[src/hw/cmw_pkg.sv]
// Package for the CAN mode and window control block: offsets, fields, reset values, codes.
// Assumes a plain register port driven by a processor on the same clock.
package cmw_pkg;

   // ----------------------------------------
   // Register map
   // ----------------------------------------
   localparam int ADDR_W = 4;
   localparam logic [ADDR_W-1:0] CTRL_OFFSET = 4'h0;
   localparam logic [ADDR_W-1:0] STAT_OFFSET = 4'h1;

   // ----------------------------------------
   // Control register fields
   // ----------------------------------------
   localparam int MODE_MSB = 7;
   localparam int MODE_LSB = 5;
   localparam int ABORT_BIT = 4;
   localparam int WIN_MSB = 3;
   localparam int WIN_LSB = 1;
   localparam logic [7:0] CTRL_RESET = 8'h80;

   // ----------------------------------------
   // Codes
   // ----------------------------------------
   localparam logic [2:0] MODE_LISTEN = 3'h3;
   localparam logic [2:0] MODE_LOOPBACK = 3'h2;
   localparam logic [2:0] MODE_DISABLE = 3'h1;
   localparam logic [2:0] MODE_NORMAL = 3'h0;

   typedef enum logic [4:0] {
      OP_NORMAL   = 5'h01,
      OP_DISABLE  = 5'h02,
      OP_LOOPBACK = 5'h04,
      OP_LISTEN   = 5'h08,
      OP_CONFIG   = 5'h10
   } cmw_mode_e;

   typedef enum logic [4:0] {
      BUF_RX0 = 5'h01,
      BUF_RX1 = 5'h02,
      BUF_TX0 = 5'h04,
      BUF_TX1 = 5'h08,
      BUF_TX2 = 5'h10
   } cmw_buf_e;

endpackage : cmw_pkg

[src/hw/cmw_ctrl_if.sv]
// Interface carrying control fields from register file to decoders and their decoded values back.
// Assumes one clock domain; carries levels only.
`timescale 1ns/1ps
interface cmw_ctrl_if;
   logic [2:0] modeRequestField;
   logic [2:0] bufferWindowSelect;
   cmw_pkg::cmw_mode_e modeReq;
   cmw_pkg::cmw_buf_e windowBuf;
   modport regs (output modeRequestField, output bufferWindowSelect,
                 input modeReq, input windowBuf);
   modport dec (input modeRequestField, input bufferWindowSelect,
                output modeReq, output windowBuf);
endinterface : cmw_ctrl_if

[src/hw/cmw_decode.sv]
// Combinational decode of mode request and window select fields.
// Assumes field values come from registers on the same clock.
`timescale 1ns/1ps
module cmw_decode (
   // Fields in, decoded out
   cmw_ctrl_if.dec ctrl
);

   // ----------------------------------------
   // Mode decode
   // ----------------------------------------
   always_comb begin
      if (ctrl.modeRequestField[2]) begin
         ctrl.modeReq = cmw_pkg::OP_CONFIG;
      end else if (ctrl.modeRequestField == cmw_pkg::MODE_LISTEN) begin
         ctrl.modeReq = cmw_pkg::OP_LISTEN;
      end else if (ctrl.modeRequestField == cmw_pkg::MODE_LOOPBACK) begin
         ctrl.modeReq = cmw_pkg::OP_LOOPBACK;
      end else if (ctrl.modeRequestField == cmw_pkg::MODE_DISABLE) begin
         ctrl.modeReq = cmw_pkg::OP_DISABLE;
      end else begin
         ctrl.modeReq = cmw_pkg::OP_NORMAL;
      end
   end

   // ----------------------------------------
   // Window decode
   // ----------------------------------------
   always_comb begin
      case (ctrl.bufferWindowSelect)
         3'h5: ctrl.windowBuf = cmw_pkg::BUF_RX1;
         3'h4: ctrl.windowBuf = cmw_pkg::BUF_TX0;
         3'h3: ctrl.windowBuf = cmw_pkg::BUF_TX1;
         3'h2: ctrl.windowBuf = cmw_pkg::BUF_TX2;
         default: ctrl.windowBuf = cmw_pkg::BUF_RX0;
      endcase
   end

endmodule : cmw_decode

[src/hw/cmw_mode_window.sv]
// Top of the CAN mode and window control block: control register, abort, decoded outputs.
// Assumes the processor port and the pending-transmit inputs share mclk.
//
// Strobed register access and the placing of the registers were decided locally.
`timescale 1ns/1ps
module cmw_mode_window (
   // Clock and reset
   input wire logic mclk,
   input wire logic rst,
   // Register port
   input wire logic [cmw_pkg::ADDR_W-1:0] regAddr,
   input wire logic [7:0] regWdata,
   input wire logic regWr,
   input wire logic regRd,
   output logic [7:0] regRdata,
   // Transmit buffer state from the protocol side
   input wire logic [2:0] txPending,
   // Control outputs
   output logic [4:0] opModeReq,
   output logic [4:0] windowBufSel,
   output logic [2:0] windowCode,
   output logic abortAllTx
);

   // ----------------------------------------
   // Control register
   // ----------------------------------------
   logic [2:0] mode_reg;
   logic abort_reg;
   logic [2:0] win_reg;
   logic ctrlWr;
   logic [7:0] ctrlView;

   cmw_ctrl_if ctrl ();

   assign ctrlWr = regWr && (regAddr == cmw_pkg::CTRL_OFFSET);
   assign ctrl.modeRequestField = mode_reg;
   assign ctrl.bufferWindowSelect = win_reg;
   // Bit zero is not stored, so it always reads back zero
   assign ctrlView = {mode_reg, abort_reg, win_reg, 1'b0};

   always_ff @(posedge mclk) begin
      if (rst) begin
         mode_reg <= cmw_pkg::CTRL_RESET[cmw_pkg::MODE_MSB:cmw_pkg::MODE_LSB];
      end else if (ctrlWr) begin
         mode_reg <= regWdata[cmw_pkg::MODE_MSB:cmw_pkg::MODE_LSB];
      end
   end

   always_ff @(posedge mclk) begin
      if (rst) begin
         win_reg <= cmw_pkg::CTRL_RESET[cmw_pkg::WIN_MSB:cmw_pkg::WIN_LSB];
      end else if (ctrlWr) begin
         win_reg <= regWdata[cmw_pkg::WIN_MSB:cmw_pkg::WIN_LSB];
      end
   end

   // Abort is a software level: it stays set until software clears it,
   // so the cancel holds for every buffer queued meanwhile.
   always_ff @(posedge mclk) begin
      if (rst) begin
         abort_reg <= cmw_pkg::CTRL_RESET[cmw_pkg::ABORT_BIT];
      end else if (ctrlWr) begin
         abort_reg <= regWdata[cmw_pkg::ABORT_BIT];
      end
   end

   // ----------------------------------------
   // Decoders
   // ----------------------------------------
   cmw_decode u_decode (
      .ctrl(ctrl.dec)
   );

   // ----------------------------------------
   // Registered outputs
   // ----------------------------------------
   always_ff @(posedge mclk) begin
      if (rst) begin
         opModeReq <= cmw_pkg::OP_CONFIG;
         windowBufSel <= cmw_pkg::BUF_RX0;
         windowCode <= cmw_pkg::CTRL_RESET[cmw_pkg::WIN_MSB:cmw_pkg::WIN_LSB];
      end else begin
         opModeReq <= ctrl.modeReq;
         windowBufSel <= ctrl.windowBuf;
         windowCode <= win_reg;
      end
   end

   // ----------------------------------------
   // Transmit abort
   // ----------------------------------------
   logic [2:0] txCancel;

   // One cancel request per transmit buffer, so every pending buffer is hit
   for (genvar b = 0; b < 3; b++) begin : g_cancel
      assign txCancel[b] = abort_reg && txPending[b];
   end

   // Cancel only while something is pending; zero lets queue run
   always_ff @(posedge mclk) begin
      if (rst) begin
         abortAllTx <= 1'b0;
      end else begin
         abortAllTx <= |txCancel;
      end
   end

   // ----------------------------------------
   // Read port
   // ----------------------------------------
   always_ff @(posedge mclk) begin
      if (rst) begin
         regRdata <= 8'h00;
      end else if (regRd && regAddr == cmw_pkg::CTRL_OFFSET) begin
         regRdata <= ctrlView;
      end else if (regRd && regAddr == cmw_pkg::STAT_OFFSET) begin
         regRdata <= {3'h0, abortAllTx, 1'b0, txPending};
      end else begin
         regRdata <= 8'h00;
      end
   end

endmodule : cmw_mode_window

[config.mk]
export PLATFORM = sky130hd
export DESIGN_NAME = cmw_mode_window
export DESIGN_NICKNAME = d
export VERILOG_FILES = /design/src/hw/cmw_pkg.sv /design/src/hw/cmw_ctrl_if.sv /design/src/hw/cmw_decode.sv /design/src/hw/cmw_mode_window.sv
export SDC_FILE = /design/constraint.sdc
export NUM_CORES = 1
export LEC_CHECK = 0
export BUFFER_PORTS_ARGS = -buffer_cell sky130_fd_sc_hd__buf_4
export CAP_MARGIN = 30
export CORE_ASPECT_RATIO = 1.1
export CORE_MARGIN = 2
export CORE_UTILIZATION = 36
export DETAILED_ROUTE_END_ITERATION = 12
export GPL_TIMING_DRIVEN = 0
export PLACE_DENSITY = 0.72
export SLEW_MARGIN = 25
export SYNTH_ARGS = -nofsm -noshare
export SYNTH_HDL_FRONTEND = slang
export SYNTH_SLANG_ARGS = --single-unit
[constraint.sdc]
create_clock -name mclk -period 1.2 [get_ports mclk]
set_clock_uncertainty 0.05 [all_clocks]
set_input_delay 0.06 -clock mclk [delete_from_list [all_inputs] [get_ports mclk]]
set_output_delay 0.06 -clock mclk [all_outputs]
set_load 0.005 [all_outputs]
==> metrics.md, run 1 <==
| Metric | Value |
|---|---|
| Status | `finished, final reports clean` |
| Achievable clock frequency | `907.8 MHz` |
| Bufs on Longest Clock Path | `2` |
| Global-route usage over all layers | `13.16%` |
| WP data required | `1.40 ns` |
| Post-CTS setup buffers | `0` |
| Share of Yosys cell area claimed by the top area cell type | `59.72%` |
| Filler cell count in the final layout | `224` |
| Post-Route Hold Slack | `0.05719 ns` |
| Startpoint of the most critical setup path | `rst` |
| Routed WL per cell | `10.90 µm` |
| #FFs+latches synth | `29` |
| Die Wd | `53.55 µm` |
| Net switching power of the design | `0.0003597 W` |
| Area of the core region | `2544 µm²` |
| Register area share after synthesis | `59.72%` |
| Total congestion overflow | `0` |
| Antenna violations before repair | `0` |
| Worst Path Arrival | `1.30 ns` |
| Number of clock sinks | `29` |
| Area Growth Syn to Fin | `53.93%` |
| Count of port buffers added during placement | `38` |
| Crit. End Element | `register` |
| Post-placement setup slack | `-0.2013 ns` |
| Synth Flop Type | `sky130_fd_sc_hd__dfxtp_1` |
| Top-Level Pins | `41` |
| Final setup violation count | `0` |
| Max_cap viols | `0` |
| CP endpoint | `regRdata[0]` |
| Worst Max-Slew Pin Slew | `0.2767 ns` |
| TritonCTS clock tree | `built` |
| Clk Latency, worst-skew pair | `0.31 ns` |
| Ys async rst share | `0%` |
| Highest ir drop seen on vdd | `1063 µV` |
| Share of post-route cells with drive strength above 1 | `37.24%` |
| NumNets Final | `163` |
| Hold path startpoint | `regWdata[2]` |
| Final critical-path setup slack | `0.09844 ns` |
| Cell area after technology mapping | `972.2 µm²` |
| Area share of fa/ha/maj cells after synthesis | `0%` |
| Top fanout value on the critical path | `9` |
| Cell count of the worst reg-to-reg path | `2` |
| Post-synthesis mux area share | `10.81%` |
| Number of global-route vias before repair | `703` |
| Number of DRC violations after detailed routing | `0` |
| Num CTS Buffers | `5` |
| Switching share of power | `20.48%` |
| Die height | `58.51 µm` |
| Final Slew Violations | `0` |
| Yosys warns | `0` |
| Area share of xor/xnor cells in the synthesized design | `0%` |
| Top Registers | `regRdata x8, opModeReq x5, windowBufSel x5` |
| PwrDens | `1174 nW/µm²` |
| Number of nets still failing antenna checks after routing | `0` |
| Setup repair after global routing missed its margin | `false` |
| Final period demand of the worst path | `1.102 ns` |
| Share of the synthesized area in compound gates (AO/OA/AOI/OAI) | `0.7722%` |
| Most frequent cells after synthesis | `sky130_fd_sc_hd__dfxtp_1 (29), sky130_fd_sc_hd__nand2b_1 (12), sky130_fd_sc_hd__nor2_1 (11), sky130_fd_sc_hd__mux2i_1 (9)` |
| Clock root buffer master | `sky130_fd_sc_hd__clkbuf_4` |
| Starting DRT DRC Count | `11` |
| Number of core rows | `19` |
| Mapped Nets | `106` |
| Largest family of logic cells by synthesized area | `simple AND/OR/NAND/NOR gates` |
| Most repeated cell in the gate-level netlist after synthesis | `sky130_fd_sc_hd__dfxtp_1` |
| Terminus of the critical flop-to-flop path | `ctrl.bufferWindowSelect[1]` |
| Flop2flop setup slack | `0.28 ns` |
| Distinct cell type count after synthesis | `18` |
| Die Area | `3133 µm²` |
| Static power due to leakage | `0.6796 nW` |
| Combinational share of power | `7.5%` |
| Crit Path Class | `input pin to register` |
| Clk pwr share | `37.1%` |
| Wire length of the first global-routing pass | `2.891 mm` |
| Final weighted congestion of routability-driven global placement | `0.7461` |
| Clock input transition at the sequential cells of the worst setup and hold paths | `0.08 ns` |
| Crit start category | `input pin` |
| Main area contributors after synthesis | `sky130_fd_sc_hd__dfxtp_1 (60%), sky130_fd_sc_hd__mux2i_1 (9.3%), sky130_fd_sc_hd__nand2b_1 (7.7%), sky130_fd_sc_hd__nor2_1 (4.2%), sky130_fd_sc_hd__and2_1 (2.6%)` |
| Number of enable-type register cells in the synthesized netlist | `0` |
| Area of combinational cells with multiple inputs | `362.8 µm²` |
| Detailed placement HPWL | `1.395 mm` |
| Routed via count | `765` |
| Final Hold Viols | `0` |
| Class of the tightest hold or removal check | `input pin to register` |
| Final worst path period share | `91.80%` |
| Setup Total Neg Slack | `0 ns` |
| Biggest area consumer among synthesized cells | `sky130_fd_sc_hd__dfxtp_1` |
| Average footprint of a synthesized cell | `11.17 µm²` |
| Initial core utilization | `38.22%` |
| Share of synthesized cell area in and, or, nand and nor gates | `24.84%` |
| Post-synthesis cell count | `87` |
| Reg power frac | `55.3%` |
| Largest net degree at the start of global routing | `11` |
| Start of the worst register-to-register path | `ctrl.bufferWindowSelect[1]` |
| Number of antenna cells inserted | `0` |
| Top register by number of flip-flops | `regRdata` |
| Internal power summed over all cells | `0.001397 W` |
| Wire length reported by the detailed router | `1.918 mm` |
| DR vias/cell | `4.347` |
| H-tree level count | `2` |
| Max FFs per register | `8` |
| Reg area | `580.6 µm²` |
| Worst slew margin relative to its limit | `81.47%` |
| Pre-Repair DR Iteration Count | `2` |
==> logic make-up after synthesis <==
group	Yosys count
AO/OA/AOI/OAI	1
flip-flops	29
AND/OR/NAND/NOR	41
buffers and inverters	6
multiplexers	10
==> per-stage QoR <==
step                std cells  power, W  cell area [µm²]  util (%)
floorplan                  87  0.001036            972.2         -
global placement          156  0.001092             1296     50.96
detailed placement        156  0.001093             1296     50.96
CTS                       175  0.001765             1476     58.04
global route              176  0.001838             1496     58.83
finish                    176  0.001757             1496     58.83
==> timing repair <==
| action | CTS | global route |
|---|---|---|
| endpoints found under the setup margin | 0 | 2 |
| endpoints found under the hold margin | 12 | 1 |
| hold buffers | 11 | 1 |
| gates resized for setup | 0 | 3 |
==> placed cells by master (no fill, tap or decap), types with 2 or more instances in the layout <==
| master | n |
|---|---|
| sky130_fd_sc_hd__nand2b_1 | 12 |
| sky130_fd_sc_hd__nor2b_1 | 2 |
| sky130_fd_sc_hd__clkbuf_4 | 5 |
| sky130_fd_sc_hd__mux2i_1 | 9 |
| sky130_fd_sc_hd__and2_1 | 4 |
| sky130_fd_sc_hd__dlygate4sd3_1 | 12 |
| sky130_fd_sc_hd__inv_1 | 3 |
| sky130_fd_sc_hd__nand2_1 | 3 |
| sky130_fd_sc_hd__buf_4 | 38 |
| sky130_fd_sc_hd__clkbuf_8 | 2 |
| sky130_fd_sc_hd__nor2_1 | 11 |
| sky130_fd_sc_hd__nor3_1 | 4 |
| sky130_fd_sc_hd__buf_6 | 2 |
| sky130_fd_sc_hd__dfxtp_1 | 29 |
==> per-layer routing <==
metal	global-route usage, %	routed length (µm)	up-vias	part of all wire, %
met3	5.330	139	4	7.2
met1	14.05	803	343	42
li1	-	-	391	-
met5	0	0	-	0
met2	22.05	944	27	49
met4	6.593	31	0	1.6
==> worst min-delay path by stage <==
stage                                 endpoint  slack, ns  cells after the start
finish              ctrl.bufferWindowSelect[1]       0.06                      3
global route        ctrl.bufferWindowSelect[1]       0.07                      3
CTS                                regRdata[7]       0.01                      3
detailed placement                  abortAllTx       0.25                      3
global placement                    abortAllTx       0.24                      3
floorplan                        windowCode[1]       0.09                      1
==> power groups by stage <==
stage          Combinational (W)  Clock (W)  Sequential (W)
2_1_floorplan          0.0000422          0        0.000994
3_3_place_gp           0.0000975          0        0.000994
3_5_place_dp           0.0000989          0        0.000994
4_1_cts                 0.000127   0.000666        0.000972
5_1_grt                 0.000144   0.000721        0.000973
6_report                0.000132   0.000652        0.000972
==> worst max-delay path, cell delays in order <==
cell	delay [ns]
sky130_fd_sc_hd__dlygate4sd3_1	0.54
sky130_fd_sc_hd__buf_4	0.18
sky130_fd_sc_hd__or3b_4	0.42
sky130_fd_sc_hd__nor2_1	0.10
==> cell type report <==
cell class                      count  share of cell area, %
Multi-Input combinational cell     52                  24.25
Sequential cell                    29                  38.80
Inverter                            3                 0.7525
Clock buffer                        7                  4.348
Timing Repair Buffer               50                  27.09
Buffer                              3                  1.839
Tap cell                           31                  2.592
Clock inverter                      1                 0.3344
Power figures use the tool's default switching activity.
==> inputs of run 2 (changes only) <==
--- a/config.mk
+++ b/config.mk
@@ -13,6 +13,7 @@
 export DETAILED_ROUTE_END_ITERATION = 12
 export GPL_TIMING_DRIVEN = 0
 export PLACE_DENSITY = 0.72
+export SETUP_SLACK_MARGIN = 0.3
 export SLEW_MARGIN = 25
 export SYNTH_ARGS = -nofsm -noshare
 export SYNTH_HDL_FRONTEND = slang
==> metrics.md, run 2 (synthesis gave the netlist of run 1 again) <==
| Metric | Value |
|---|---|
| Status | `finished, violations left` |
| Violated checks | `hold timing` |
| Number of DRC violations after detailed routing | `0` |
| Top Registers | `regRdata x8, opModeReq x5, windowBufSel x5` |
| DR vias/cell | `4.335` |
| Met1 track demand over resource in global routing | `15.62%` |
| Static power due to leakage | `0.6993 nW` |
| Class of the tightest hold or removal check | `input pin to register` |
| Number of core rows | `19` |
| Top library cells by usage in the layout, fill and taps aside | `sky130_fd_sc_hd__buf_4 (39), sky130_fd_sc_hd__dfxtp_1 (27), sky130_fd_sc_hd__nand2b_1 (12)` |
| Area of the core region | `2544 µm²` |
| Met2 GRT Util | `24.16%` |
| Routed WL per cell | `11.36 µm` |
| Final period demand of the worst path | `0.9989 ns` |
| Largest net degree at the start of global routing | `11` |
| Number of global-route vias before repair | `765` |
| Setup repair after global routing missed its margin | `true` |
| Switching share of power | `20.74%` |
| PwrDens | `1097 nW/µm²` |
| Number of buffers added to fix hold violations after cts | `11` |
| Reg power frac | `57.5%` |
| Final setup violation count | `0` |
| Net switching power of the design | `0.0003506 W` |
| Placed cell count | `156` |
| Crit start category | `input pin` |
| Total congestion overflow | `0` |
| Most Used Layer, Global Route | `met2` |
| Num CTS Buffers | `5` |
| CP cell instances | `buf_6, or3_4, nor3b_4, buf_6, mux2_4` |
| Initial core utilization | `38.22%` |
| Final Slew Violations | `0` |
| Number of nets still failing antenna checks after routing | `0` |
| Worst Path Buf+Inv | `2` |
| Achievable clock frequency | `1001 MHz` |
| CP max-delay cell | `sky130_fd_sc_hd__or3_4` |
| Crit. End Element | `register` |
| Final weighted congestion of routability-driven global placement | `0.7462` |
| Worst Path Arrival | `1.15 ns` |
| Die Wd | `53.55 µm` |
| Combinational share of power | `8.4%` |
| Top fanout value on the critical path | `5` |
| H-tree level count | `2` |
| Clock root buffer master | `sky130_fd_sc_hd__clkbuf_4` |
| Die height | `58.51 µm` |
| Top Family by Delay on Critical Path | `simple AND/OR/NAND/NOR gates` |
| Wire length of the first global-routing pass | `3.208 mm` |
| Worst Max-Slew Pin Slew | `0.3307 ns` |
| WP data required | `1.35 ns` |
| Worst slew margin relative to its limit | `77.95%` |
| Clock input transition at the sequential cells of the worst setup and hold paths | `0.08 ns` |
| Most used cell along the critical path | `sky130_fd_sc_hd__buf_6` |
| Clk Latency, worst-skew pair | `0.31 ns` |
| Highest ir drop seen on vdd | `877.5 µV` |
| Die Area | `3133 µm²` |
| Top-Level Pins | `41` |
| NumNets Final | `167` |
| Count of port buffers added during placement | `38` |
| Starting DRT DRC Count | `11` |
| Internal power summed over all cells | `0.001340 W` |
| Post-Route Hold Slack | `-0.004001 ns` |
| Max FFs per register | `8` |
| Top register by number of flip-flops | `regRdata` |
| TritonCTS clock tree | `built` |
| Detailed placement HPWL | `1.410 mm` |
| Pre-Repair DR Iteration Count | `4` |
| Share of post-route cells with drive strength above 1 | `40.54%` |
| Global-route usage over all layers | `14.51%` |
| Bufs on Longest Clock Path | `2` |
| Area Growth Syn to Fin | `58.56%` |
| Routed via count | `776` |
| Delay of the slowest critical-path stage | `0.39 ns` |
| Max_cap viols | `0` |
| Final Hold Viols | `1` |
| Final worst path period share | `83.24%` |
| Most common cell after layout, fill and taps aside | `sky130_fd_sc_hd__buf_4` |
| Wire length reported by the detailed router | `2.034 mm` |
| Routing usage on met3 | `4.061%` |
| Number of antenna cells inserted | `0` |
| Antenna violations before repair | `0` |
| Clk pwr share | `34.1%` |
| Finished Layout Cells | `179` |
| Number of clock sinks | `29` |
| Flop2flop setup slack | `0.28 ns` |
| Crit Path Class | `input pin to register` |
-- run 2: changes by cell type in the layout (fill, tap and decap cells not counted), sizes merged --
cell,change
buf,+5
clkinv,-1
dlygate4sd3,-1
-- run 2: area by class of cell --
type | instances | area (µm²)
plain buffers | 3 | 26.28
clock buffers | 7 | 55.05
fillers | 233 | 1002
inverters | 3 | 11.26
multi-input cells | 52 | 379.1
flip-flops and latches | 29 | 583.1
well taps | 31 | 38.79
repair buffers | 54 | 447.9
-- run 2: power groups by stage --
stage               sequential [W]  clock [W]  combinational, W
finish                    0.000972   0.000576          0.000143
detailed placement        0.000994          0         0.0000994
floorplan                 0.000994          0         0.0000422
CTS                       0.000972   0.000589          0.000137
global placement          0.000994          0         0.0000974
global route              0.000973   0.000620          0.000154
-- run 2: worst paths after layout --
check / from / endpoint / depth (start not counted)
min reg2reg: abort_reg / abortAllTx / 2
max reg2reg: ctrl.bufferWindowSelect[1] / ctrl.bufferWindowSelect[1] / 2
min: rst / windowCode[1] / 2
max: regAddr[1] / ctrl.bufferWindowSelect[1] / 5
-- run 2: per-layer routing --
metal	wire length [µm]	vias up	share of wire, %
met3	125	5	6.1
met4	40	0	2.0
met1	832	344	41
li1	-	398	-
met2	1036	29	51
met5	0	-	0
-- run 2: stage by stage --
stage | total power, W | utilization, % | area, µm² | TNS, ns | setup slack, ns
2_1_floorplan | 0.001036 | - | 972.2 | -0.03586 | -0.03586
5_1_grt | 0.001747 | 60.60 | 1541 | 0 | 0.1690
3_3_place_gp | 0.001092 | 50.96 | 1296 | -0.4122 | -0.2085
4_1_cts | 0.001697 | 59.32 | 1509 | 0 | 0.1873
3_5_place_dp | 0.001094 | 50.96 | 1296 | -0.4253 | -0.2012
6_report | 0.001691 | 60.60 | 1541 | 0 | 0.2011
-- run 2: what timing repair did --
action	in CTS	in global routing
endpoints found under the setup margin	9	18
pin swaps	2	4
cloned	0	0
hold endpoints to repair	12	1
setup buffers	5	0
resized for setup	3	8
==> inputs of run 3 (changes only) <==
--- a/config.mk
+++ b/config.mk
@@ -12,7 +12,7 @@
 export CORE_UTILIZATION = 36
 export DETAILED_ROUTE_END_ITERATION = 12
 export GPL_TIMING_DRIVEN = 0
-export PLACE_DENSITY = 0.72
+export PLACE_DENSITY = 0.7
 export SETUP_SLACK_MARGIN = 0.3
 export SLEW_MARGIN = 25
 export SYNTH_ARGS = -nofsm -noshare
==> constraint.sdc (replaced) <==
create_clock -name mclk -period 1 [get_ports mclk]
set_clock_uncertainty 0.05 [all_clocks]
set_input_delay 0.05 -clock mclk [delete_from_list [all_inputs] [get_ports mclk]]
set_output_delay 0.05 -clock mclk [all_outputs]
set_load 0.005 [all_outputs]
==> metrics.md, run 3 (synthesis gave the netlist of run 1 again) <==
| Metric | Value |
|---|---|
| Number of nets still failing antenna checks after routing | `0` |
| Final Slew Violations | `0` |
| Most common cell after layout, fill and taps aside | `sky130_fd_sc_hd__buf_4` |
| Crit Path Class | `input pin to register` |
| Area of combinational cells with multiple inputs | `435.4 µm²` |
| Number of clock sinks | `29` |
| Setup Total Neg Slack | `0 ns` |
| NumNets Final | `161` |
| Area of the core region | `2544 µm²` |
| Antenna violations before repair | `0` |
| Area Growth Syn to Fin | `68.73%` |
| Clk Latency, worst-skew pair | `0.32 ns` |
| Cell count of the worst reg-to-reg path | `2` |
| Max_cap viols | `0` |
| Total congestion overflow | `0` |
| Num CTS Buffers | `5` |
| Most used cell along the critical path | `sky130_fd_sc_hd__buf_6` |
| Worst Path Arrival | `1.14 ns` |
| Worst slew margin relative to its limit | `74.42%` |
| TritonCTS clock tree | `built` |
| Number of cells traversed by the worst hold path | `3` |
| Highest ir drop seen on vdd | `1223 µV` |
| Wire length of the first global-routing pass | `3.491 mm` |
| Count of port buffers added during placement | `38` |
| Routed WL per cell | `12.97 µm` |
| Achievable clock frequency | `1031 MHz` |
| Die height | `58.51 µm` |
| Max FFs per register | `8` |
| Top library cells by usage in the layout, fill and taps aside | `sky130_fd_sc_hd__buf_4 (27), sky130_fd_sc_hd__buf_6 (18), sky130_fd_sc_hd__dfxtp_2 (15)` |
| Final setup violation count | `0` |
| CP max-delay cell | `sky130_fd_sc_hd__or3_4` |
| Routed via count | `788` |
| Pre-Repair DR Iteration Count | `2` |
| Hold path startpoint | `txPending[2]` |
| WP data required | `1.17 ns` |
| Number of antenna cells inserted | `0` |
| Reg area | `610.6 µm²` |
| Clock input transition at the sequential cells of the worst setup and hold paths | `0.09 ns` |
| Terminus of the critical flop-to-flop path | `ctrl.bufferWindowSelect[1]` |
| Top register by number of flip-flops | `regRdata` |
| Detailed placement HPWL | `1.418 mm` |
| CP cell instances | `buf_6, or3_4, nor3b_2, buf_6, mux2_4` |
| PwrDens | `1409 nW/µm²` |
| Die Area | `3133 µm²` |
| Worst Max-Slew Pin Slew | `0.3837 ns` |
| Top-Level Pins | `41` |
| Starting DRT DRC Count | `11` |
| Crit start category | `input pin` |
| Share of post-route cells with drive strength above 1 | `62.24%` |
| Worst Path Buf+Inv | `2` |
| Power Total | `0.002311 W` |
| Final Hold Viols | `7` |
| Largest net degree at the start of global routing | `11` |
| Number of core rows | `19` |
| Initial core utilization | `38.22%` |
| Static power due to leakage | `0.7273 nW` |
| Final worst path period share | `96.96%` |
| Setup repair after global routing missed its margin | `true` |
| H-tree level count | `2` |
| Crit. End Element | `register` |
| Post-Route Hold Slack | `-0.09354 ns` |
| Flop2flop setup slack | `0.05 ns` |
| Filler cell count in the final layout | `205` |
| Die Wd | `53.55 µm` |
| Top Family by Delay on Critical Path | `simple AND/OR/NAND/NOR gates` |
| Final weighted congestion of routability-driven global placement | `0.6714` |
| Wire length reported by the detailed router | `2.256 mm` |
| Class of the tightest hold or removal check | `input pin to register` |
| Hold Path End | `abortAllTx` |
| DR vias/cell | `4.529` |
| Global-route usage over all layers | `16.03%` |
| Top Registers | `regRdata x8, opModeReq x5, windowBufSel x5` |
| Delay of the slowest critical-path stage | `0.38 ns` |
| Top fanout value on the critical path | `5` |
| Final period demand of the worst path | `0.9696 ns` |
| Clock root buffer master | `sky130_fd_sc_hd__clkbuf_4` |
| Start of the worst register-to-register path | `ctrl.bufferWindowSelect[1]` |
| Number of buffers added to fix hold violations after cts | `6` |
| Bufs on Longest Clock Path | `2` |
| Violated checks | `hold timing` |
| Number of global-route vias before repair | `774` |
| Status | `finished, violations left` |
| Number of DRC violations after detailed routing | `0` |
## run 3: area by class of cell
| class | instances | share of cell area [%] |
|---|---|---|
| buffer | 3 | 1.602 |
| tap | 31 | 2.365 |
| timing repair buffer | 48 | 26.39 |
| clock buffer | 7 | 3.356 |
| inverter | 3 | 0.6865 |
| multi-input combinational | 52 | 26.54 |
| sequential | 29 | 37.22 |
| clock inverter | 1 | 1.831 |
## run 3: how the worst max path moves through the flow
| stage | startpoint | end | slack (ns) | cells past startpoint |
|---|---|---|---|---|
| final | regAddr[2] | ctrl.bufferWindowSelect[1] | 0.03 | 5 |
| after detailed placement | regAddr[1] | ctrl.bufferWindowSelect[1] | -0.38 | 5 |
| after global routing | regAddr[2] | ctrl.modeRequestField[0] | 0.02 | 6 |
| after CTS | regAddr[2] | ctrl.bufferWindowSelect[1] | -0.004 | 5 |
| after floorplan | regAddr[1] | ctrl.bufferWindowSelect[1] | -0.23 | 4 |
| after global placement | regAddr[1] | ctrl.bufferWindowSelect[1] | -0.39 | 5 |
## run 3: power by group
group	switching (W)	leakage [nW]	internal [W]
Combinational	0.0000558	0.441	0.000104
Clock	0.000393	0.0455	0.000597
Sequential	0.00000732	0.241	0.00115
## run 3: per-stage QoR
step	std cells	utilization (%)	hold WS (ns)	setup WS, ns	area, µm²
after global placement	156	51.06	0.2233	-0.3897	1299
after floorplan	87	-	0.08263	-0.2259	974.7
after detailed placement	156	51.06	0.2375	-0.3839	1299
after CTS	172	60.40	-0.09007	-0.004044	1536
after global routing	174	64.49	-0.09074	0.02205	1640
final	174	64.49	-0.09354	0.03042	1640
## run 3: routing by layer
layer  vias up  routed length (µm)  track usage (%)
met4         0                  43            6.593
met3         5                 171            8.629
met5         -                   0                0
met1       370                 821            16.75
met2        24                1219            26.46
li1        389                   -                -
## run 3: tightest hold or removal path: cells and delay by family
family	cells	cell delay (ns)
buffers and inverters	1	0.09
and+or+nand+nor	2	0.11
## run 3: what timing repair did
action                                  4_1_cts  5_1_grt
endpoints found under the setup margin       48       51
hold endpoints to repair                     13        7
resized for setup                            27       26
buffers inserted                              2        3
pin swaps                                     5        6
